[config.mk]
export PLATFORM = sky130hd
export DESIGN_NAME = cksp_top
export DESIGN_NICKNAME = d
export VERILOG_FILES = /design/src/core/cksp_pkg.sv /design/src/core/cksp_top.sv
export SDC_FILE = /design/constraint.sdc
export NUM_CORES = 1
export LEC_CHECK = 0
export BUFFER_PORTS_ARGS = -buffer_cell sky130_fd_sc_hd__buf_2
export CAP_MARGIN = 0
export CORE_ASPECT_RATIO = 2
export CORE_MARGIN = 10
export CORE_UTILIZATION = 35
export DETAILED_ROUTE_END_ITERATION = 10
export PLACE_DENSITY = 0.54
export RECOVER_POWER = 100
export SLEW_MARGIN = 20
export SYNTH_ARGS = -nofsm -noshare
export SYNTH_HDL_FRONTEND = slang
export SYNTH_SLANG_ARGS = --single-unit
[constraint.sdc]
create_clock -name clk_i -period 4.2 [get_ports clk_i]
set_input_delay 1.26 -clock clk_i [delete_from_list [all_inputs] [get_ports clk_i]]
set_output_delay 1.26 -clock clk_i [all_outputs]
set_load 0.02 [all_outputs]
[src/core/cksp_pkg.sv]
// Package for the system clock select and prescaler block
// Notes on behaviour
// - Divided clock serves CPU, I/O, ADC and flash for every source.
// - Division changes are glitch free, never faster than old or new.
// - Prescaler is a ripple counter on the undivided clock, state hidden.
// - New rate active within T1+T2 to T1+2*T2, two edges between.
// - Clock output enable loads from fuse at reset, software may change it.
// - No clock on output pin during reset; enabled output overrides pin I/O.
// - Output pin carries the divided clock, whatever source is selected.
// - Ready flag bit 7 sets when start-up timeout completes.
// - Trigger bit 6 written with source field switches the clock at once.
// - Source write without trigger only enables oscillator; clock stays put.
// - Start-up bit 4 loads from fuse at reset; with source sets delay.
// - Source bit 3 clear: wake takes 6 CK; reset takes 22 or 20 CK plus 16ms.
// - Ceramic 258 CK, crystal 16K CK, bit 4 ceramic 1K CK; reset adds 16ms.
// - With brown-out detector off, wake is stretched to about 60us.
// - Source codes: 0000 external, 0010 8MHz, 0100 32kHz, 1xxx crystal.
// - Source field loads from fuses at reset, writable, switches glitch free.
// - Source change needs signature then write within four cycles.
// - Prescale register bits 7:4 read as zero.
// - Division code n divides by 2^n up to 8; above 8 reserved. The ripple bit used divides by 2^(n+1).
// - Division change needs the same unlock window.
// - Division resets to 1, or to 8 when divide-by-eight fuse programmed.
package cksp_pkg;
	localparam logic [3:0]  ADR_SETTING     = 4'h0;
	localparam logic [3:0]  ADR_PRESCALE    = 4'h4;
	localparam logic [3:0]  ADR_PROTECT     = 4'h8;
	localparam logic [3:0]  ADR_STATUS      = 4'hc;
	localparam logic [7:0]  UNLOCK_SIG      = 8'hd8;
	localparam int          UNLOCK_CYCLES   = 4;
	localparam int          BIT_READY       = 7;
	localparam int          BIT_TRIGGER     = 6;
	localparam int          BIT_CLOCK_OUT_FUSE       = 5;
	localparam int          BIT_SUT         = 4;
	localparam logic [3:0]  SRC_EXT         = 4'h0;
	localparam logic [3:0]  SRC_RC8M        = 4'h2;
	localparam logic [3:0]  SRC_ULP32K      = 4'h4;
	localparam logic [3:0]  DIV_ONE         = 4'h0;
	localparam logic [3:0]  DIV_EIGHT       = 4'h3;
	localparam logic [3:0]  DIV_MAX         = 4'h8;
	localparam int          CK_WAKE         = 6;
	localparam int          CK_RST_EXT      = 22;
	localparam int          CK_RST_RC       = 20;
	localparam int          CK_CERAMIC      = 258;
	localparam int          CK_CERAMIC_LONG = 1024;
	localparam int          CK_CRYSTAL      = 16384;
	localparam int          CLK_HZ          = 20000000;
	localparam int          RST_EXTRA_MS    = 16;
	localparam int          BOD_WAKE_US     = 60;
	localparam int          RST_EXTRA_CYC   = RST_EXTRA_MS * (CLK_HZ / 1000);
	localparam int          BOD_WAKE_CYC    = BOD_WAKE_US * (CLK_HZ / 1000000);
	typedef struct packed {
		logic       clock_out_fuse;
		logic       startup_time_bit;
		logic [3:0] src;
		logic       div8;
	} cksp_fuse_s;
	typedef enum logic [1:0] {
		ST_IDLE = 2'b00,
		ST_WAIT = 2'b01,
		ST_READY = 2'b11
	} cksp_osc_e;
endpackage

[src/core/cksp_top.sv]
// Clock select, start-up timer and glitch-free prescaler
//
// Implementation choices: the Wishbone register port and the address map.
`timescale 1ns/1ps
`default_nettype none
module cksp_top #(
	parameter int RST_EXTRA = cksp_pkg::RST_EXTRA_CYC,
	parameter int BOD_WAKE  = cksp_pkg::BOD_WAKE_CYC
) (
	// Clock and reset
	input  wire logic               clk_i,
	input  wire logic               rst_i,
	// Fuses and events
	input  wire cksp_pkg::cksp_fuse_s fuse_i,
	input  wire logic               wake_i,
	input  wire logic               bod_off_i,
	input  wire logic               por_start_i,
	// Wishbone slave
	input  wire logic               cyc_i,
	input  wire logic               stb_i,
	input  wire logic               we_i,
	input  wire logic [3:0]         adr_i,
	input  wire logic [3:0]         sel_i,
	input  wire logic [31:0]        dat_i,
	output logic [31:0]             dat_o,
	output logic                    ack_o,
	// Clock outputs
	output logic                    sys_clk_o,
	output logic [3:0]              active_src_o,
	output logic [3:0]              osc_enable_src_o,
	output logic                    run_o,
	output logic                    clock_out_pin_o,
	output logic                    clock_out_oe_o
);
	logic                 clock_out_fuse_reg;
	logic                 sut_reg;
	logic [3:0]           source_select;
	logic [3:0]           active_src_reg;
	logic [3:0]           division_select;
	logic [3:0]           div_act_reg;
	logic [2:0]           unlock_reg;
	logic [8:0]           ripple_reg;
	logic                 sys_clk_reg;
	logic                 pend_reg;
	logic [24:0]          tmo_reg;
	logic                 wake_s1, wake_s2, bod_s1, bod_s2, por_s1, por_s2;
	logic                 wr, rd_req, unlocked, sel0;
	logic [24:0]          delay_next;
	logic [3:0]           div_hi;
	logic [8:0]           div_mask;
	logic                 sys_bit;
	cksp_pkg::cksp_osc_e  osc_reg;

	assign wr       = cyc_i && stb_i && we_i && !ack_o;
	assign rd_req   = cyc_i && stb_i && !ack_o;
	assign sel0     = sel_i[0];
	assign unlocked = unlock_reg != 3'h0;

	// Pin input synchronisers
	always_ff @(posedge clk_i) begin
		wake_s1 <= wake_i;
		wake_s2 <= wake_s1;
		bod_s1  <= bod_off_i;
		bod_s2  <= bod_s1;
		por_s1  <= por_start_i;
		por_s2  <= por_s1;
	end

	// Bus answer, one cycle after request
	always_ff @(posedge clk_i) begin
		if (rst_i) begin
			ack_o <= 1'b0;
			dat_o <= 32'h0;
		end else begin
			ack_o <= rd_req;
			dat_o <= 32'h0;
			if (rd_req) begin
				case (adr_i)
					cksp_pkg::ADR_SETTING: dat_o[7:0] <= {osc_reg == cksp_pkg::ST_READY, 1'b0,
						clock_out_fuse_reg, sut_reg, source_select};
					cksp_pkg::ADR_PRESCALE: dat_o[7:0] <= {4'h0, division_select};
					cksp_pkg::ADR_STATUS: dat_o[7:0] <= {div_act_reg, active_src_reg};
					default: dat_o <= 32'h0;
				endcase
			end
		end
	end

	always_ff @(posedge clk_i) begin
		if (rst_i) begin
			unlock_reg <= 3'h0;
		end else if (wr && sel0 && adr_i == cksp_pkg::ADR_PROTECT && dat_i[7:0] == cksp_pkg::UNLOCK_SIG) begin
			unlock_reg <= 3'(cksp_pkg::UNLOCK_CYCLES);
		end else if (unlocked) begin
			unlock_reg <= unlock_reg - 3'h1;
		end
	end

	always_ff @(posedge clk_i) begin
		if (rst_i) begin
			clock_out_fuse_reg     <= 1'b0;
			sut_reg       <= 1'b0;
			source_select <= cksp_pkg::SRC_RC8M;
			pend_reg      <= 1'b1;
		end else if (pend_reg) begin
			clock_out_fuse_reg     <= fuse_i.clock_out_fuse;
			sut_reg       <= fuse_i.startup_time_bit;
			source_select <= fuse_i.src;
			pend_reg      <= 1'b0;
		end else if (wr && sel0 && adr_i == cksp_pkg::ADR_SETTING) begin
			clock_out_fuse_reg <= dat_i[cksp_pkg::BIT_CLOCK_OUT_FUSE];
			sut_reg   <= dat_i[cksp_pkg::BIT_SUT];
			if (unlocked)
				source_select <= dat_i[3:0];
		end
	end

	always_ff @(posedge clk_i) begin
		if (rst_i) begin
			active_src_reg <= cksp_pkg::SRC_RC8M;
		end else if (pend_reg) begin
			active_src_reg <= fuse_i.src;
		end else if (wr && sel0 && unlocked && adr_i == cksp_pkg::ADR_SETTING
			&& dat_i[cksp_pkg::BIT_TRIGGER]) begin
			active_src_reg <= dat_i[3:0];
		end
	end

	always_ff @(posedge clk_i) begin
		if (rst_i) begin
			division_select <= cksp_pkg::DIV_ONE;
		end else if (pend_reg) begin
			division_select <= fuse_i.div8 ? cksp_pkg::DIV_EIGHT : cksp_pkg::DIV_ONE;
		end else if (wr && sel0 && unlocked && adr_i == cksp_pkg::ADR_PRESCALE
			&& dat_i[3:0] <= cksp_pkg::DIV_MAX) begin
			division_select <= dat_i[3:0];
		end
	end

	// start-up delay from source and bit
	always_comb begin
		delay_next = 25'(cksp_pkg::CK_WAKE);
		if (source_select[3]) begin
			if (source_select[0])
				delay_next = 25'(cksp_pkg::CK_CRYSTAL);
			else if (sut_reg)
				delay_next = 25'(cksp_pkg::CK_CERAMIC_LONG);
			else
				delay_next = 25'(cksp_pkg::CK_CERAMIC);
		end else if (por_s2) begin
			delay_next = 25'(source_select == cksp_pkg::SRC_RC8M ? cksp_pkg::CK_RST_RC : cksp_pkg::CK_RST_EXT);
		end
		if (por_s2)
			delay_next = delay_next + 25'(RST_EXTRA);
		if (bod_s2 && delay_next < 25'(BOD_WAKE))
			delay_next = 25'(BOD_WAKE);
	end

	always_ff @(posedge clk_i) begin
		if (rst_i) begin
			osc_reg <= cksp_pkg::ST_IDLE;
			tmo_reg <= 25'h0;
		end else begin
			case (osc_reg)
				cksp_pkg::ST_IDLE: begin
					osc_reg <= cksp_pkg::ST_WAIT;
					tmo_reg <= delay_next;
				end
				cksp_pkg::ST_WAIT: begin
					if (tmo_reg <= 25'h1)
						osc_reg <= cksp_pkg::ST_READY;
					tmo_reg <= tmo_reg - 25'h1;
				end
				cksp_pkg::ST_READY: begin
					if (wake_s2 || (wr && sel0 && unlocked && adr_i == cksp_pkg::ADR_SETTING))
						osc_reg <= cksp_pkg::ST_IDLE;
				end
				default: osc_reg <= cksp_pkg::ST_IDLE;
			endcase
		end
	end

	// free running count on undivided clock
	always_ff @(posedge clk_i) begin
		if (rst_i)
			ripple_reg <= 9'h0;
		else
			ripple_reg <= ripple_reg + 9'h1;
	end

	// widest bit of old and new sets the switch boundary
	always_comb begin
		div_hi = div_act_reg;
		if (division_select > div_act_reg)
			div_hi = division_select;
		div_mask = 9'((10'h2 << div_hi) - 10'h1);
		sys_bit  = ripple_reg[div_act_reg];
	end

	// switch where old and new bits fall together
	always_ff @(posedge clk_i) begin
		if (rst_i) begin
			div_act_reg <= cksp_pkg::DIV_ONE;
		end else if (div_act_reg != division_select && (ripple_reg & div_mask) == div_mask) begin
			div_act_reg <= division_select;
		end
	end

	always_ff @(posedge clk_i) begin
		if (rst_i)
			sys_clk_reg <= 1'b0;
		else
			sys_clk_reg <= sys_bit;
	end

	always_ff @(posedge clk_i) begin
		if (rst_i) begin
			clock_out_pin_o <= 1'b0;
			clock_out_oe_o  <= 1'b0;
		end else begin
			clock_out_pin_o <= sys_clk_reg & clock_out_fuse_reg;
			clock_out_oe_o  <= clock_out_fuse_reg;
		end
	end

	// Registered outputs
	always_ff @(posedge clk_i) begin
		if (rst_i) begin
			sys_clk_o        <= 1'b0;
			active_src_o     <= cksp_pkg::SRC_RC8M;
			osc_enable_src_o <= cksp_pkg::SRC_RC8M;
			run_o            <= 1'b0;
		end else begin
			sys_clk_o        <= sys_clk_reg;
			active_src_o     <= active_src_reg;
			osc_enable_src_o <= source_select;
			run_o            <= osc_reg == cksp_pkg::ST_READY;
		end
	end
endmodule
`default_nettype wire

==> out/qor.yml <==
wl_um: 13100
reg2reg_slack_ns: 0.43
grt_pass1_vias: 4011
setup_ws_ns: 0.368
grt_overflow_total: 0
synthArstFlopShare: 0
synth-seq-cells: 86
ant_nets: 0
wl_per_cell_um: 17.2
slowest_delay_ns: 1.24
final_cell_mix: "91 x nor2_1, 86 x dfxtp_1, 39 x a21oi_1"
place_inst: 745
critical_path_required_ns: 4.38
worst_setup_path_end_kind: "flop"
grt_max_degree: 39
viasPerCell: 5.41
cts_hold_buf: 0
synth-edff-count: 0
fillers: 1414
cts_buffers: 9
dpl_worst_slack_ns: 0.535
start_kind: "input port"
slew_violations: 46
yosysTopAreaCellShare: 0.362
cts_resized: 0
synth_warnings: 0
slew_headroom: -0.0727
antenna_found_initial: 0
p_leak_nw: 2.10
final_util: 0.396
core_area_mm2: 0.0134
drtIter0Drc: 178
crit_chain: "buf_2, nand3b_1, or4_1, nor4_1, a21oi_1, a21oi_1, nor2_1"
die_height_um: 185
largest_register_ffs: 25
hpwl_um: 9970
grt_pass1_wl_um: 20600
fin_crit_sh: 0.912
hold_violations: 0
dieArea_mm2: 0.0190
vdd_ir_drop_max_mv: 0.201
fin_crit_ns: 3.83
synth_area_leaders: "dfxtp_1 36%, nor2_1 7.2%, mux2i_1 6.1%, buf_4 4.4%, a21oi_1 4.1%"
fin_nets: 670
clkTransAtPathRegs_ns: 0.07
critPathKind: "in -> reg"
cap_violations: 2
rows: 60
layout_commonest_cell: "nor2_1"
start_util: 0.354
clk_path_buf_depth: 2
track_usage: 0.138
status: "finished, violations left"
cts_tree: "built"
power_w: 0.00211
power.density_mw_per_mm2: 397
ys_seq_area_frac: 0.362
synthCells: 555
first_pass_iters: 6
setup_viol: 0
clk_latency_ns: 0.35
clockRootBuffer: "clkbuf_16"
critical-path-slowest-cell: "nor4_1"
stdcell_count: 761
layout-drive-gt1-share: 0.129
drcViolationCount: 0
place.gp.congestion: 0.808
grt_setup_unrepaired: "false"
synth_cell_type_count: 69
pin_count: 100
tns_ns: 0
hold_path.class: "reg -> reg"
htree_levels: 3
num_antenna_cells: 0
portBuffers: 48
synthFlopType: "dfxtp_1"
cp_max_fo: 7
synth_top_cell_by_area: "dfxtp_1"
syn_area_mm2: 0.00476
max_freq_ghz: 0.261
fin_worst_skew_ns: 0.0119
worstMarginPinSlew_ns: 1.59
worstPathArrival_ns: 4.01
avgSynthCellArea_um2: 8.58
syn_to_final_growth_pct: 11.6
violations: "capacitance limit, slew limit"
die_x_um: 102
cts_setup_buffers: 0
crit_top_cell: "a21oi_1"
numClockSinks: 86
vias: 4114
critical path, delay by kind of cell:
family          cells  cell delay [ns]
simple gates        4             1.94
buf+inv             1             0.07
compound gates      2             0.73
layer usage:
metal,up-vias,part of all wire,GRT usage
met5,-,0,0
met4,0,0.020,0.0545
met3,20,0.034,0.0239
met2,89,0.58,0.270
met1,1977,0.37,0.135
li1,2028,-,-
report_power, final:
part           switching [W]  internal, W
sequential         0.0000475     0.000862
clock               0.000373     0.000421
combinational       0.000240     0.000168
path summary, 6_finish.rpt:
path                  start                end  cells past startpoint
max                   stb_i  active_src_reg[0]                      7
min                  por_s1             por_s2                      0
max reg2reg  div_act_reg[1]     div_act_reg[3]                     16
min reg2reg          por_s1             por_s2                      0
per-stage QoR:
step                      hold WS (ns)  area [um2]
after global routing             0.343        5320
final                            0.329        5320
after detailed placement         0.312        5070
after floorplan                  0.310        4850
after CTS                        0.329        5370
after global placement           0.313        5070
cell families after synthesis:
logic type	count (synthesis)	share of synthesized area
flops	86	0.362
xor+xnor	6	0.0110
fa+ha+maj	14	0.0368
simple gates	220	0.247
compound gates	114	0.161
buf+inv	74	0.0901
other cells	1	0.000788
mux	40	0.0917
synthesized netlist by cell type, drive strengths merged, types with 2 or more instances:
master	instances
a2111oi	3
a211oi	3
a21o	3
a21oi	41
a222oi	7
a22oi	12
and2	3
and3	3
buf	37
clkbuf	18
dfxtp	86
ha	14
inv	19
mux2	9
mux2i	29
mux4	2
nand2	21
nand2b	8
nand3	8
nand3b	6
nand4	3
nor2	92
nor2b	13
nor3	18
nor3b	2
nor4	9
nor4b	3
o211a	2
o211ai	4
o21ai	17
o221ai	2
o22ai	2
o31ai	6
o41ai	2
or2	5
or2b	9
or3	5
or4	8
xor2	5
area by class of cell:
class,instances,area (um2),share of cell area
multi-input cells,418,2670,0.503
flip-flops and latches,86,1720,0.324
repair buffers,67,350,0.0659
clock buffers,9,225,0.0424
well taps,155,194,0.0365
clock inverters,7,80.1,0.0151
inverters,19,71.3,0.0134
Note: power is estimated with default switching activity, not from simulation.
